$ cat src/adc_regs_pkg.sv
// Constants for the converter pointer, result and alert register bank
`default_nettype none
package adc_regs_pkg;
  // ****************************************
  // Pointer values selecting the data registers
  // ****************************************
  localparam logic [2:0] PTR_RESULT = 3'h0;
  localparam logic [2:0] PTR_STATUS = 3'h1;
  localparam logic [2:0] PTR_CONFIG = 3'h2;
  localparam logic [2:0] PTR_LOW = 3'h3;
  localparam logic [2:0] PTR_HIGH = 3'h4;
  localparam logic [2:0] PTR_HYST = 3'h5;
  localparam logic [2:0] PTR_LOWEST = 3'h6;
  localparam logic [2:0] PTR_HIGHEST = 3'h7;
  localparam int PTR_WIDTH = 3;
  localparam int FIELD_FIRST = 3; // First pointer of the 8-bit limit fields
  localparam int FIELD_COUNT = 5; // Low, high, hysteresis, lowest, highest

  // ****************************************
  // Field positions
  // ****************************************
  localparam int RES_FLAG_BIT = 15;
  localparam int RES_DATA_LSB = 4;
  localparam int STAT_UNDER_BIT = 0;
  localparam int STAT_OVER_BIT = 1;
  localparam int CFG_RSVD_BIT = 1;
  localparam int CFG_FLAG_EN_BIT = 3;
  localparam int CFG_HOLD_BIT = 4;
  localparam int CFG_CYCLE_LSB = 5;

  // ****************************************
  // Reset values
  // ****************************************
  localparam logic [2:0] PTR_RESET = 3'h0;
  localparam logic [7:0] RESULT_RESET = 8'h00;
  localparam logic [1:0] STATUS_RESET = 2'h0;
  localparam logic [7:0] CONFIG_RESET = 8'h00;
  localparam logic [7:0] LOW_RESET = 8'h00;
  localparam logic [7:0] HIGH_RESET = 8'hff;
  localparam logic [7:0] HYST_RESET = 8'h00;
  localparam logic [7:0] LOWEST_RESET = 8'h00;
  localparam logic [7:0] HIGHEST_RESET = 8'h00;
endpackage
`default_nettype wire

$ cat src/adc_pointer_result_alert_regs.sv
// Pointer, conversion result and alert status register bank
// Function
// - First data byte of every write is stored in the register pointer.
// - Only the three low pointer bits are kept; host writes upper bits zero.
// - Reset clears the pointer, selecting the conversion result register.
// - Pointer routes later bytes to one of eight data registers.
// - Result register is read-only; reading it starts a conversion in normal mode.
// - Eight-bit straight binary result sits in bits 11 to 4.
// - Result bits 14 to 12 and 3 to 0 read as zero.
// - Result bit 15 is flag enable and-ed with either alert flag.
// - Alert status flags are active high, one means limit violated.
// - Over-range flag, bit 1, sets when a result exceeds the upper limit.
// - Under-range flag, bit 0, sets when a result is below the lower limit.
// - Writing one to a flag clears it.
// - Without hold, over-range clears when result drops below upper minus hysteresis.
// - Without hold, under-range clears when result rises above lower plus hysteresis.
// - With hold set, flags clear only by a host write of one.
// - Alert status bits 7 to 2 read as zero; host writes zeros.
// - Configuration bit 3 gates the summary alert bit in the result.
// - Configuration bit 4 selects alert hold.
`timescale 1ns/100ps
`default_nettype none
module adc_pointer_result_alert_regs (
  // Clock, reset and enable
  input wire logic clock,
  input wire logic reset_n,
  input wire logic clock_enable,
  // Write bytes from the serial controller
  input wire logic wr_start,
  input wire logic wr_valid,
  input wire logic [7:0] wr_byte,
  // Read bytes to the serial controller
  input wire logic rd_start,
  input wire logic rd_req,
  output logic [7:0] rd_byte,
  output logic rd_byte_valid,
  // Converter core
  input wire logic conv_done,
  input wire logic [7:0] conv_data,
  output logic conv_start,
  // Status view
  output logic [1:0] alert_flags
);
  import adc_regs_pkg::*;

  // ****************************************
  // State
  // ****************************************
  logic [PTR_WIDTH-1:0] pointer_reg;
  logic [1:0] wr_index_reg;
  logic [7:0] wr_hi_reg;
  logic rd_index_reg;
  logic [7:0] result_reg;
  logic [1:0] status_reg;
  logic [1:0] status_next;
  logic [7:0] config_reg;
  logic [7:0] field_reg [FIELD_COUNT];
  logic wr_take;
  logic rd_take;
  logic wr_ptr_byte;
  logic wr_data_byte;
  logic is_wide;
  logic [15:0] read_word;
  logic hold;
  logic normal_mode;
  logic [8:0] over_clear_level;
  logic [8:0] under_clear_level;

  // Strobes only count while enabled
  assign wr_take = clock_enable & wr_valid & ~wr_start;
  assign rd_take = clock_enable & rd_req & ~rd_start;
  assign wr_ptr_byte = wr_take & (wr_index_reg == 2'h0);
  assign wr_data_byte = wr_take & (wr_index_reg != 2'h0);
  assign is_wide = (pointer_reg != PTR_STATUS) && (pointer_reg != PTR_CONFIG);
  assign hold = config_reg[CFG_HOLD_BIT];
  assign normal_mode = (config_reg[7:CFG_CYCLE_LSB] == 3'h0);

  // ****************************************
  // Pointer and write byte sequencing
  // ****************************************
  // Pointer loads from first write byte, kept across transactions
  always_ff @(posedge clock or negedge reset_n) begin
    if (!reset_n) begin
      pointer_reg <= PTR_RESET;
    end else if (wr_ptr_byte) begin
      pointer_reg <= wr_byte[PTR_WIDTH-1:0];
    end
  end

  // Byte position inside a write transaction
  always_ff @(posedge clock or negedge reset_n) begin
    if (!reset_n) begin
      wr_index_reg <= 2'h0;
      wr_hi_reg <= 8'h00;
    end else if (clock_enable && wr_start) begin
      wr_index_reg <= 2'h0;
    end else if (wr_take) begin
      if (wr_index_reg == 2'h1 && is_wide) begin
        wr_hi_reg <= wr_byte;
        wr_index_reg <= 2'h2;
      end else begin
        wr_index_reg <= 2'h1;
      end
    end
  end

  // ****************************************
  // Limit, hysteresis and extreme fields
  // ****************************************
  // Low byte of a wide write commits bits 11 to 4
  for (genvar i = 0; i < FIELD_COUNT; i++) begin : g_field
    localparam logic [2:0] PTR_I = 3'(FIELD_FIRST + i);
    localparam logic [7:0] RST_I = (i == 0) ? LOW_RESET : (i == 1) ? HIGH_RESET :
                                   (i == 2) ? HYST_RESET : (i == 3) ? LOWEST_RESET :
                                   HIGHEST_RESET;
    always_ff @(posedge clock or negedge reset_n) begin
      if (!reset_n) begin
        field_reg[i] <= RST_I;
      end else if (wr_data_byte && wr_index_reg == 2'h2 && pointer_reg == PTR_I) begin
        field_reg[i] <= {wr_hi_reg[3:0], wr_byte[7:4]};
      end
    end
  end

  // Configuration byte, reserved bit kept zero
  always_ff @(posedge clock or negedge reset_n) begin
    if (!reset_n) begin
      config_reg <= CONFIG_RESET;
    end else if (wr_data_byte && wr_index_reg == 2'h1 && pointer_reg == PTR_CONFIG) begin
      config_reg <= wr_byte & ~(8'h01 << CFG_RSVD_BIT);
    end
  end

  // ****************************************
  // Conversion result and alert flags
  // ****************************************
  // Result stored on each finished conversion, never by writes
  always_ff @(posedge clock or negedge reset_n) begin
    if (!reset_n) begin
      result_reg <= RESULT_RESET;
    end else if (clock_enable && conv_done) begin
      result_reg <= conv_data;
    end
  end

  // Self-clear thresholds in nine bits to avoid wrap
  assign over_clear_level = {1'b0, field_reg[PTR_HIGH - 3'(FIELD_FIRST)]} -
                            {1'b0, field_reg[PTR_HYST - 3'(FIELD_FIRST)]};
  assign under_clear_level = {1'b0, field_reg[PTR_LOW - 3'(FIELD_FIRST)]} +
                             {1'b0, field_reg[PTR_HYST - 3'(FIELD_FIRST)]};

  // Flag update: clear sources first, set wins last
  always_comb begin
    status_next = status_reg;
    if (wr_data_byte && wr_index_reg == 2'h1 && pointer_reg == PTR_STATUS) begin
      status_next = status_reg & ~wr_byte[1:0];
    end
    if (clock_enable && conv_done && !hold) begin
      if (!over_clear_level[8] && {1'b0, conv_data} < over_clear_level) begin
        status_next[STAT_OVER_BIT] = 1'b0;
      end
      if ({1'b0, conv_data} > under_clear_level) begin
        status_next[STAT_UNDER_BIT] = 1'b0;
      end
    end
    if (clock_enable && conv_done) begin
      if (conv_data > field_reg[PTR_HIGH - 3'(FIELD_FIRST)]) begin
        status_next[STAT_OVER_BIT] = 1'b1;
      end
      if (conv_data < field_reg[PTR_LOW - 3'(FIELD_FIRST)]) begin
        status_next[STAT_UNDER_BIT] = 1'b1;
      end
    end
  end

  // Alert flag register
  always_ff @(posedge clock or negedge reset_n) begin
    if (!reset_n) begin
      status_reg <= STATUS_RESET;
    end else begin
      status_reg <= status_next;
    end
  end

  // Status mirror for the outside
  always_ff @(posedge clock or negedge reset_n) begin
    if (!reset_n) begin
      alert_flags <= STATUS_RESET;
    end else begin
      alert_flags <= status_next;
    end
  end

  // ****************************************
  // Read path
  // ****************************************
  // Word selected by the pointer
  always_comb begin
    case (pointer_reg)
      PTR_RESULT: begin
        read_word = {(config_reg[CFG_FLAG_EN_BIT] & (|status_reg)), 3'h0,
                     result_reg, 4'h0};
      end
      PTR_STATUS: read_word = {8'h00, 6'h00, status_reg};
      PTR_CONFIG: read_word = {8'h00, config_reg};
      default: read_word = {4'h0, field_reg[pointer_reg - 3'(FIELD_FIRST)], 4'h0};
    endcase
  end

  // Byte position inside a read transaction
  always_ff @(posedge clock or negedge reset_n) begin
    if (!reset_n) begin
      rd_index_reg <= 1'b0;
    end else if (clock_enable && rd_start) begin
      rd_index_reg <= 1'b0;
    end else if (rd_take && is_wide) begin
      rd_index_reg <= ~rd_index_reg;
    end
  end

  // Answer byte, high byte first for wide registers
  always_ff @(posedge clock or negedge reset_n) begin
    if (!reset_n) begin
      rd_byte <= 8'h00;
      rd_byte_valid <= 1'b0;
    end else if (clock_enable) begin
      rd_byte_valid <= rd_take;
      if (rd_take) begin
        rd_byte <= (is_wide && !rd_index_reg) ? read_word[15:8] : read_word[7:0];
      end
    end
  end

  // New conversion once the result's low byte went out
  always_ff @(posedge clock or negedge reset_n) begin
    if (!reset_n) begin
      conv_start <= 1'b0;
    end else if (clock_enable) begin
      conv_start <= rd_take && pointer_reg == PTR_RESULT && rd_index_reg && normal_mode;
    end
  end

  // ****************************************
  // Checks
  // ****************************************
  ptr_load_a: assert property (@(posedge clock) disable iff (!reset_n)
    wr_ptr_byte |=> pointer_reg == $past(wr_byte[2:0]))
    else $error("pointer not loaded from first write byte");
  ptr_keep_a: assert property (@(posedge clock) disable iff (!reset_n)
    !wr_ptr_byte |=> $stable(pointer_reg))
    else $error("pointer changed without a pointer byte");
  result_ro_a: assert property (@(posedge clock) disable iff (!reset_n)
    !(clock_enable && conv_done) |=> $stable(result_reg))
    else $error("result changed without a conversion");
  conv_kick_a: assert property (@(posedge clock) disable iff (!reset_n)
    rd_take && pointer_reg == PTR_RESULT && rd_index_reg && normal_mode |=> conv_start)
    else $error("result read did not start a conversion");
  res_high_a: assert property (@(posedge clock) disable iff (!reset_n)
    rd_take && pointer_reg == PTR_RESULT && !rd_index_reg |=>
    rd_byte_valid && rd_byte == {$past(config_reg[3] & |status_reg), 3'h0,
                                 $past(result_reg[7:4])})
    else $error("result high byte wrong");
  res_low_a: assert property (@(posedge clock) disable iff (!reset_n)
    rd_take && pointer_reg == PTR_RESULT && rd_index_reg |=>
    rd_byte == {$past(result_reg[3:0]), 4'h0})
    else $error("result low byte wrong");
  over_set_a: assert property (@(posedge clock) disable iff (!reset_n)
    clock_enable && conv_done && conv_data > field_reg[1] |=> status_reg[1])
    else $error("over-range flag not set");
  under_set_a: assert property (@(posedge clock) disable iff (!reset_n)
    clock_enable && conv_done && conv_data < field_reg[0] |=> status_reg[0])
    else $error("under-range flag not set");
  flag_w1c_a: assert property (@(posedge clock) disable iff (!reset_n)
    wr_data_byte && wr_index_reg == 2'h1 && pointer_reg == PTR_STATUS &&
    wr_byte[1] && !conv_done |=> !status_reg[1])
    else $error("over-range flag not cleared by write of one");
  hold_keep_a: assert property (@(posedge clock) disable iff (!reset_n)
    hold && !(wr_data_byte && pointer_reg == PTR_STATUS) && status_reg[0] |=> status_reg[0])
    else $error("held flag cleared on its own");
  status_rsvd_a: assert property (@(posedge clock) disable iff (!reset_n)
    rd_take && pointer_reg == PTR_STATUS |=> rd_byte[7:2] == 6'h00)
    else $error("status reserved bits not zero");
  // Self-clear and gating checks in terms of the stored fields, then the under-range write-one-clear check
  over_clear_a: assert property (@(posedge clock) disable iff (!reset_n)
    clock_enable && conv_done && !hold &&
    {1'b0, conv_data} + {1'b0, field_reg[2]} < {1'b0, field_reg[1]} |=> !status_reg[1])
    else $error("over-range flag did not self-clear");
  under_clear_a: assert property (@(posedge clock) disable iff (!reset_n)
    clock_enable && conv_done && !hold &&
    {1'b0, conv_data} > {1'b0, field_reg[0]} + {1'b0, field_reg[2]} |=> !status_reg[0])
    else $error("under-range flag did not self-clear");
  flag_off_a: assert property (@(posedge clock) disable iff (!reset_n)
    rd_take && pointer_reg == PTR_RESULT && !rd_index_reg && !config_reg[3] |=> !rd_byte[7])
    else $error("summary alert bit shown while disabled");
  under_w1c_a: assert property (@(posedge clock) disable iff (!reset_n)
    wr_data_byte && wr_index_reg == 2'h1 && pointer_reg == PTR_STATUS &&
    wr_byte[0] && !conv_done |=> !status_reg[0])
    else $error("under-range flag not cleared by write of one");
  result_read_c: cover property (@(posedge clock) disable iff (!reset_n)
    rd_take && pointer_reg == PTR_RESULT && !rd_index_reg ##1 rd_take ##1 conv_start);
  over_alert_c: cover property (@(posedge clock) disable iff (!reset_n)
    $rose(status_reg[1]));
  self_clear_c: cover property (@(posedge clock) disable iff (!reset_n)
    !hold && $fell(status_reg[0]));
  limit_write_c: cover property (@(posedge clock) disable iff (!reset_n)
    wr_data_byte && wr_index_reg == 2'h2 && pointer_reg == PTR_HIGH);
endmodule
`default_nettype wire

$ cat config.mk
export PLATFORM = sky130hd
export DESIGN_NAME = adc_pointer_result_alert_regs
export DESIGN_NICKNAME = d
export VERILOG_FILES = /design/src/adc_regs_pkg.sv /design/src/adc_pointer_result_alert_regs.sv
export SDC_FILE = /design/constraint.sdc
export NUM_CORES = 1
export LEC_CHECK = 0
export ABC_AREA = 1
export BUFFER_PORTS_ARGS = -buffer_cell sky130_fd_sc_hd__buf_2
export CAP_MARGIN = 40
export CORE_ASPECT_RATIO = 1.5
export CORE_MARGIN = 10
export CORE_UTILIZATION = 50
export DETAILED_ROUTE_END_ITERATION = 12
export HOLD_SLACK_MARGIN = 0.15
export PLACE_DENSITY = 0.71
export SYNTH_ARGS = -nofsm -noshare
export SYNTH_HDL_FRONTEND = slang
export SYNTH_SLANG_ARGS = --single-unit
$ cat constraint.sdc
create_clock -name clock -period 2.6 [get_ports clock]
set_clock_uncertainty 0.1 [all_clocks]
set_input_delay 0.39 -clock clock [delete_from_list [all_inputs] [get_ports clock]]
set_output_delay 0.39 -clock clock [all_outputs]
set_load 0.1 [all_outputs]
==> metrics.txt, run 1 <==
final cell count without fillers=781; first-pass GRT wire length=21.3 mm; Routability Congestion=0.909; via count=4383; port bufs=35; clock share of power=0.265; drt pass-1 iters=6; final hold viol count=0; Synth Register Bits=77; f_max=389 MHz; syn_nets=683; initial antenna violation count=0; P_int=2.46 mW; clk sinks=77; Mean Syn Cell Area=8.20 sq um; DR DRC count=0; Final #Nets=739; routed length per instance=17.2 um; starting DRC count in detailed routing=252; type of origin of the critical path=flip-flop; CORE AREA=0.00969 sq mm; P_leak=2.81 nW; clk root buf=clkbuf_16; switch share=0.428; worst-case clock buffer depth=2; Post-synth top cells=158 x nand2_1, 69 x dfrtp_1, 67 x inv_1; Setup Total Neg Slack=0 ps; top-count cell post-synth=nand2_1; Final period util=0.990; Slew HR=0.633; vias per cell=5.61; max cap viols=0; Die Ht=142 um; Reg clk slew, reported paths=60 ps; die area=0.0144 sq mm; DPL Wire Length=10.5 mm; fin area=0.00572 sq mm; power share of the combinational group=0.391; final core occ=0.591; fillers=882; area leader, netlist=dfrtp_1; max reg flops=40; synth top area cells=dfrtp_1 35%, ha_1 13%, nand2_1 12%; VDD IR max=630 uV; critical path arrival=2710 ps; layout cells sized above 1=0.200; total global routing overflow=0; synthesized area=0.00496 sq mm; starting density of the core=0.512; Final Setup Violations=0; P_sw=1.84 mW; endpoint class of the critical path=flip-flop; sequential area share after synthesis=0.390; sequential fraction of design power=0.344; Mapped Cells=605; Crit Path Class=reg -> reg; die width=101 um; worst min-delay path class=in -> reg; Worst-Margin Slew=545 ps; power per cell area=751 mW/mm^2; async set or reset register ratio after synthesis=1.00; area delta synth->final=15.3%; crit-path max FO=2; H-Tree Level Count=3; Placement Setup Slack=-162 ps; ant diodes=0; CTS tree=done; Tot Pwr=4.30 mW; Min Hold Slack=165 ps; routed wire length=13.5 mm; RSZ-0062 raised after global routing=true; Post-DRT Antenna Nets=0; Critical Path RT=2730 ps; DP Area=0.00535 sq mm; post-synth top area share=0.348; Inst Count DP=760; # rows=44; warning count from the yosys run=0; post-synthesis cell type count=39; final setup margin=26.3 ps; I/O pins=36; GR Util All Layers=0.189; post-layout min period=2570 ps; CTS Buf Count=9; Post-synth top flop=dfrtp_1; vias in the first global route=4232; status=completed; Clk Latency, worst-skew pair=340 ps; Post-synth EDFFs=0; Final Max Tran Viols=0; largest net degree at the start of global routing=60
[repair_timing]
item,4_1_cts,5_1_grt
gates resized for setup,4,16
buffers inserted,2,2
hold buffers,1,0
pin swaps,0,13
setup endpoints to repair,2,2
hold endpoints to repair,18,0
[area by class of cell]
class / instances / area (sq um) / area share
repair buffers: 58 / 373 / 0.0652
multi-input cells: 443 / 2730 / 0.477
inverters: 72 / 270 / 0.0472
clock buffers: 10 / 229 / 0.0400
flip-flops and latches: 77 / 1940 / 0.339
clock inverters: 6 / 40.0 / 0.00700
well taps: 115 / 144 / 0.0251
[kinds of logic after synthesis]
family,count (synthesis),synth area share
AND/OR/NAND/NOR,232,0.201
AO/OA/AOI/OAI,139,0.162
buffers and inverters,85,0.0729
flip-flops,77,0.390
adder cells (fa/ha/maj),54,0.139
XOR/XNOR,11,0.0194
multiplexers,7,0.0159
[power groups by stage]
stage	sequential, mW	combinational [mW]	clock (mW)
finish	1.48	1.68	1.14
CTS	1.48	1.67	1.15
floorplan	1.87	0.826	0
detailed placement	1.49	1.65	0
global route	1.50	1.84	1.20
global placement	1.49	1.62	0
[placed cells by master (no fill, tap or decap), types with 2 or more instances in the layout]
master     synthesis  layout
nand2_1          158     154
dfrtp_1           69      69
inv_1             67      64
o21ai_0           51      50
ha_1              52      50
a21oi_1           42      42
buf_2              4      34
nor2_1            31      30
buf_4              0      22
nand3_1           22      20
o21ai_2           15      16
o21ai_1           10      10
o211ai_1           9       9
clkbuf_16          0       9
dfstp_2            8       8
inv_2              4       7
mux2_2             7       7
xnor2_1            7       6
nand2_2            2       6
nor3_1             5       5
xor2_1             4       4
a31oi_1            4       4
nand4_1            3       3
a211oi_1           3       3
nand2_4            3       3
clkinv_2           0       3
nand3_2            0       2
nor2_2             1       2
nor4_1             2       2
fa_2               0       2
clkinv_4           0       2
[final timing paths]
| path | start | to | slack [ps] | cells past startpoint |
|---|---|---|---|---|
| max reg2reg | field_reg[16]$_DFFE_PN0P_ | alert_flags[0]$_DFF_PN0_ | 30 | 17 |
| max | field_reg[16]$_DFFE_PN0P_ | alert_flags[0]$_DFF_PN0_ | 30 | 17 |
| min in group asynchronous | reset_n | rd_byte[2]$_DFFE_PN0P_ | 360 | 2 |
| min | rd_start | rd_index_reg$_DFFE_PN0P_ | 170 | 2 |
| min reg2reg | rd_byte[6]$_DFFE_PN0P_ | rd_byte[6]$_DFFE_PN0P_ | 380 | 2 |
| max in group asynchronous | reset_n | field_reg[28]$_DFFE_PN1P_ | 1420 | 3 |
[routing by layer]
layer	up-vias	wire length (um)	GRT usage
met3	32	689	0.0355
li1	2135	-	-
met5	-	0	0
met4	0	527	0.0905
met2	150	7010	0.330
met1	2066	5240	0.214
[critical path, stage by stage (launching register included)]
cell	delay (ps)
dfrtp_1	360
ha_2	210
inv_2	40
fa_2	330
nand3b_1	180
nand2_2	100
nand3_2	70
nand2_2	90
xnor2_2	70
ha_1	330
nand2_1	90
inv_2	40
nand4_1	80
nand2_1	60
nor2_1	110
nand2_2	80
nand2_1	60
nand2_1	50
(Power assumes the default switching activity.)
==> inputs of run 2 (changes only) <==
--- a/config.mk
+++ b/config.mk
@@ -12,6 +12,7 @@
 export CORE_MARGIN = 10
 export CORE_UTILIZATION = 50
 export DETAILED_ROUTE_END_ITERATION = 12
+export GPL_TIMING_DRIVEN = 0
 export HOLD_SLACK_MARGIN = 0.15
 export PLACE_DENSITY = 0.71
 export SYNTH_ARGS = -nofsm -noshare
==> run 2 against run 1 <==
  * The run now ends with negative setup slack left
  * First-iteration DRC count grew 31%
  * Fmax shrank 2.7%
  * Via count shrank 0.66%
  * Combinational power is essentially flat
  * Die area is the same
  * Final cell count grew 0.38%
  * Critical path depth grew 1
  * Wire length grew 2.9%
  * Largest cell class unchanged
==> metrics.txt, run 2 (synthesized netlist as in run 1, its figures left out) <==
status=finished, violations left; failing checks=negative setup slack; CTS tree=done; via count=4354 (-0.66%); area delta synth->final=17.1%; RSZ-0062 raised after global routing=true; P_leak=2.85 nW (+1.2%); vias per cell=5.55 (-1.0%); DR DRC count=0 (unchanged); die width=101 um (unchanged); commonest non-fill, non-tap cells in the layout=153 x nand2_1, 67 x dfrtp_1, 64 x inv_1; DPL Wire Length=10.5 mm (about the same); Final period util=1.02 (+0.0278); drt pass-1 iters=7 (+1); Reg clk slew, reported paths=60 ps (about the same); GR Util All Layers=0.194 (+0.00430); total global routing overflow=0 (unchanged); final core occ=0.600 (+0.00930); most common cell after layout, fill and taps aside=nand2_1; crit-path max FO=2 (unchanged); first-pass GRT wire length=21.9 mm (+2.5%); VDD IR max=565 uV (-10%); # rows=44 (unchanged); initial antenna violation count=0 (unchanged); R2R Setup Slk=-50 ps (-70 ps); H-Tree Level Count=3 (unchanged); endpoint class of the critical path=flip-flop; Inst Count DP=756 (-0.53%); Clk Latency, worst-skew pair=340 ps (about the same); max cap viols=0 (unchanged); largest net degree at the start of global routing=62 (+3.3%); Final Max Tran Viols=0 (unchanged); starting density of the core=0.512 (unchanged); vias in the first global route=4341 (+2.6%); Die Ht=142 um (unchanged); power per cell area=780 mW/mm^2 (+3.8%); worst-case clock buffer depth=2 (unchanged); port bufs=35 (unchanged); Final #Nets=742 (+0.41%); die area=0.0144 sq mm (unchanged); final cell count without fillers=784 (+0.38%); post-layout min period=2650 ps (+72.3 ps); CORE AREA=0.00969 sq mm (unchanged); final hold viol count=0 (unchanged); worst min-delay path class=in -> reg; Worst-Margin Slew=573 ps (+27.5 ps); Final Setup Violations=2 (+2); f_max=378 MHz (-2.7%); critical path arrival=2770 ps (+60 ps); clk sinks=77 (unchanged); final setup margin=-45.9 ps (-72.3 ps); starting DRC count in detailed routing=329 (+31%); layout cells sized above 1=0.206 (+0.00658); Critical Path RT=2720 ps (about the same); type of origin of the critical path=flip-flop; ant diodes=0 (unchanged); Post-DRT Antenna Nets=0 (unchanged); Crit Path Class=reg -> reg; CTS Buf Count=9 (unchanged); max reg flops=40 (unchanged); I/O pins=36 (unchanged); routed length per instance=17.7 um (+2.5%); Routability Congestion=0.960 (+5.6%); clk root buf=clkbuf_16; Slew HR=0.615 (-0.0174); routed wire length=13.9 mm (+2.9%)
## run 2: timing repair
action | CTS | global route
resized for setup | 13 | 17
hold buffers | 1 | 0
pin swaps | 7 | 14
setup endpoints to repair | 3 | 10
hold endpoints to repair | 22 | 0
buffers inserted | 6 | 5
## run 2: cell type report
cell class / count / area (sq um)
plain buffers: 13 / 92.6
clock buffers: 9 / 225
clock inverters: 7 / 96.3
fillers: 862 / 3880
inverters: 72 / 273
multi-input cells: 443 / 2740
flip-flops and latches: 77 / 1940
well taps: 115 / 144
repair buffers: 48 / 302
## run 2: worst max-delay path: stages, from the launching register on
cell and delay [ps]:
dfstp_2 560, inv_4 50, ha_4 160, fa_2 370, o21ai_2 190, xnor2_1 140, ha_1 280, nand2_2 80
inv_1 40, nand2_1 50, nand3_1 70, nand2_1 60, nand2_1 40, nand2_1 50, nand2_1 50, nand2_1 50
nand2_1 40, nand2_1 70, nand2_1 70
## run 2: where the power goes
group          internal [mW]  total, mW  switching, mW
combinational          0.451       1.71           1.25
sequential              1.36       1.48          0.119
clock                  0.845       1.35          0.501
total                   2.66       4.53           1.87
## run 2: stage by stage
step / setup TNS [ps] / hold slack, ps / setup WS [ps] / area [sq um] / power [mW]
after global routing: -367 / 174 / -211 / 5810 / 4.77
final: -81.5 / 160 / -45.9 / 5810 / 4.53
after global placement: -486 / 363 / -280 / 5280 / 3.10
after CTS: 0 / 158 / 1.72 / 5730 / 4.50
after detailed placement: -529 / 176 / -319 / 5310 / 3.14
after floorplan: 0 / -5.59 / 25.8 / 4960 / 2.69
## run 2: worst paths after layout
check | startpoint | end | cells past startpoint
setup / recovery | field_reg[24]$_DFFE_PN1P_ | alert_flags[1]$_DFF_PN0_ | 18
hold / removal | rd_start | rd_index_reg$_DFFE_PN0P_ | 2
setup reg to reg | field_reg[24]$_DFFE_PN1P_ | alert_flags[1]$_DFF_PN0_ | 18
hold reg to reg | rd_byte_valid$_DFFE_PN0P_ | rd_byte_valid$_DFFE_PN0P_ | 2
max in group asynchronous | reset_n | field_reg[28]$_DFFE_PN1P_ | 3
min in group asynchronous | reset_n | rd_byte_valid$_DFFE_PN0P_ | 2
## run 2: per-layer routing
layer | up-vias | GRT usage | part of all wire
met3 | 38 | 0.0277 | 0.042
met4 | 0 | 0.0927 | 0.044
li1 | 2124 | - | -
met2 | 130 | 0.338 | 0.52
met5 | - | 0 | 0
met1 | 2062 | 0.224 | 0.40
==> inputs of run 3 (changes only) <==
--- a/config.mk
+++ b/config.mk
@@ -5,7 +5,7 @@
 export SDC_FILE = /design/constraint.sdc
 export NUM_CORES = 1
 export LEC_CHECK = 0
-export ABC_AREA = 1
+export ABC_AREA = 0
 export BUFFER_PORTS_ARGS = -buffer_cell sky130_fd_sc_hd__buf_2
 export CAP_MARGIN = 40
 export CORE_ASPECT_RATIO = 1.5
==> run 3 against run 2 <==
  * The flow still finishes with violations (negative setup slack)
  * Critical path depth fell by 4
  * Clock power decreased by 4%
  * First-iteration DRC count down 41%
  * Fmax down 17%
  * Worst hold slack improved by 6.9 ps
  * Register-to-register slack worse by 540 ps
  * Die area is 2.1% lower
  * Sequential share of layout area grew 0.88 points
  * Synthesized cell count fell by 28%
  * Count of clock-buffer cells in the layout did not move
  * Non-clock buffer count decreased by 9
  * Largest power group unchanged
  * Highest routed layer unchanged
==> metrics.txt, run 3 <==
status=finished, violations left; failing checks=negative setup slack; CORE AREA=0.00936 sq mm (-3.4%); type of origin of the critical path=flip-flop; routed wire length=12.4 mm (-10%); routed length per instance=20.6 um (+17%); multi-input gate area in the final layout=0.00283 sq mm (+3.3%); VDD IR max=710 uV (+26%); Clk Latency, worst-skew pair=340 ps (about the same); initial antenna violation count=0 (unchanged); die width=100 um (-1.0%); starting density of the core=0.516 (+0.00430); layout cells sized above 1=0.340 (+0.134); post-synth top area share=0.357 (+0.00919); # rows=43 (-2.3%); Mapped Cells=434 (-28%); RSZ-0062 raised after global routing=true; Post-DRT Antenna Nets=0 (unchanged); synth top area cells=dfrtp_1 36%, mux2_2 14%, ha_1 13%; Critical Path RT=2700 ps (-20 ps); sequential area share after synthesis=0.401 (+0.0103); total global routing overflow=0 (unchanged); endpoint class of the critical path=flip-flop; worst-case clock buffer depth=2 (unchanged); I/O pins=36 (unchanged); Placement Setup Slack=-578 ps (-260 ps); Worst-Margin Slew=794 ps (+221 ps); Crit Path Class=reg -> reg; clk sinks=77 (unchanged); GR Util All Layers=0.177 (-0.0164); Final #Nets=564 (-24%); critical path arrival=3280 ps (+510 ps); fin area=0.00566 sq mm (-2.6%); syn_nets=512 (-25%); Min Hold Slack=167 ps (+6.87 ps); worst min-delay path class=in -> reg; Setup Total Neg Slack=-871 ps (-789 ps); synthesized area=0.00483 sq mm (-2.6%); f_max=314 MHz (-17%); Slew HR=0.466 (-0.149); post-layout min period=3180 ps (+536 ps); Reg clk slew, reported paths=60 ps (about the same); via count=3586 (-18%); CTS tree=done; commonest non-fill, non-tap cells in the layout=67 x dfrtp_1, 58 x mux2_2, 48 x ha_1; Inst Count DP=581 (-23%); crit-path max FO=3 (+1); final setup margin=-582 ps (-536 ps); final hold viol count=0 (unchanged); Final Setup Violations=2 (unchanged); warning count from the yosys run=0 (unchanged); CTS Buf Count=9 (unchanged); Synth Register Bits=77 (unchanged); largest net degree at the start of global routing=49 (-21%); Post-synth top flop=dfrtp_1; async set or reset register ratio after synthesis=1.00 (unchanged); drt pass-1 iters=4 (-3); area leader, netlist=dfrtp_1; DP Area=0.00524 sq mm (-1.3%); Final period util=1.22 (+0.206); Mean Syn Cell Area=11.1 sq um (+36%); ant diodes=0 (unchanged); Die Ht=140 um (-1.1%); most common cell after layout, fill and taps aside=dfrtp_1; Post-synth EDFFs=0 (unchanged); die area=0.0141 sq mm (-2.1%); Post-synth top cells=69 x dfrtp_1, 58 x mux2_2, 52 x ha_1; Register Area=0.00194 sq mm (unchanged); starting DRC count in detailed routing=193 (-41%); top-count cell post-synth=dfrtp_1; max reg flops=40 (unchanged); H-Tree Level Count=3 (unchanged); power per cell area=817 mW/mm^2 (+4.7%); Final Max Tran Viols=0 (unchanged); P_leak=2.60 nW (-8.5%); Routability Congestion=0.943 (-1.8%); clk root buf=clkbuf_16; DR DRC count=0 (unchanged); fillers=793 (-8.0%); vias per cell=5.95 (+7.1%); area delta synth->final=17.1% (about the same); final cell count without fillers=603 (-23%); vias in the first global route=3741 (-14%); first-pass GRT wire length=19.6 mm (-10%); DPL Wire Length=9.73 mm (-7.8%); post-synthesis cell type count=54 (+38%); max cap viols=0 (unchanged); port bufs=34 (-2.9%)
run 3: path summary, 6_finish.rpt:
kind,from,endpoint,cells past startpoint,slack [ps]
worst max register to register,field_reg[24]$_DFFE_PN1P_,alert_flags[1]$_DFF_PN0_,14,-580
worst min-delay path,clock_enable,wr_index_reg[0]$_DFFE_PN0P_,2,170
max in group asynchronous,reset_n,field_reg[27]$_DFFE_PN1P_,3,1350
worst min register to register,rd_byte[2]$_DFFE_PN0P_,rd_byte[2]$_DFFE_PN0P_,2,370
worst max-delay path,field_reg[24]$_DFFE_PN1P_,alert_flags[1]$_DFF_PN0_,14,-580
min in group asynchronous,reset_n,alert_flags[1]$_DFF_PN0_,2,430
run 3: per-stage QoR:
stage	utilization	total power [mW]
2_1_floorplan	-	2.82
3_3_place_gp	0.557	3.21
3_5_place_dp	0.560	3.27
4_1_cts	0.601	4.60
5_1_grt	0.605	4.87
6_report	0.605	4.62
run 3: report_power, final:
part / switching (mW) / internal, mW
sequential: 0.212 / 1.40
clock: 0.531 / 0.756
combinational: 1.12 / 0.613
total: 1.86 / 2.77
run 3: kinds of logic after synthesis:
logic type / Yosys count / synth area share
muxes: 66 / 0.172
AOI/OAI and AO/OA: 92 / 0.127
xor gates and xnor gates: 10 / 0.0181
and+or+nand+nor: 90 / 0.101
buffers and inverters: 45 / 0.0386
adders and majority gates: 54 / 0.143
DFF: 77 / 0.401
run 3: area by class of cell:
type                       instances  area share
inverter                          34      0.0225
clock buffer                       9      0.0398
tap                              112      0.0247
timing repair buffer              41      0.0437
multi-input combinational        312       0.500
buffer                            11      0.0122
clock inverter                     7      0.0146
sequential                        77       0.342
run 3: repair_timing:
action                                 CTS  global route
hold buffers                             1             0
buffers inserted                         3             2
gates resized for setup                 10             8
endpoints found under the hold margin   27             0
setup endpoints to repair                5            10
pin swaps                                4             9
run 3: worst max-delay path, cell delays in order, from the launching register on:
cell and delay (ps):
dfstp_2 570, inv_2 50, ha_4 150, fa_2 330
nand2b_4 160, a21oi_4 190, o21ai_2 60, nand2b_1 80
xnor2_1 120, ha_1 260, o21ai_2 80, nor2_1 60
a211o_1 280, a2111oi_2 380, o32ai_1 160
run 3: per-layer routing:
metal | part of all wire | vias to the layer above | track usage
li1 | - | 1699 | -
met1 | 0.38 | 1781 | 0.188
met2 | 0.53 | 73 | 0.310
met5 | 0 | - | 0
met3 | 0.035 | 33 | 0.0419
met4 | 0.052 | 0 | 0.0985
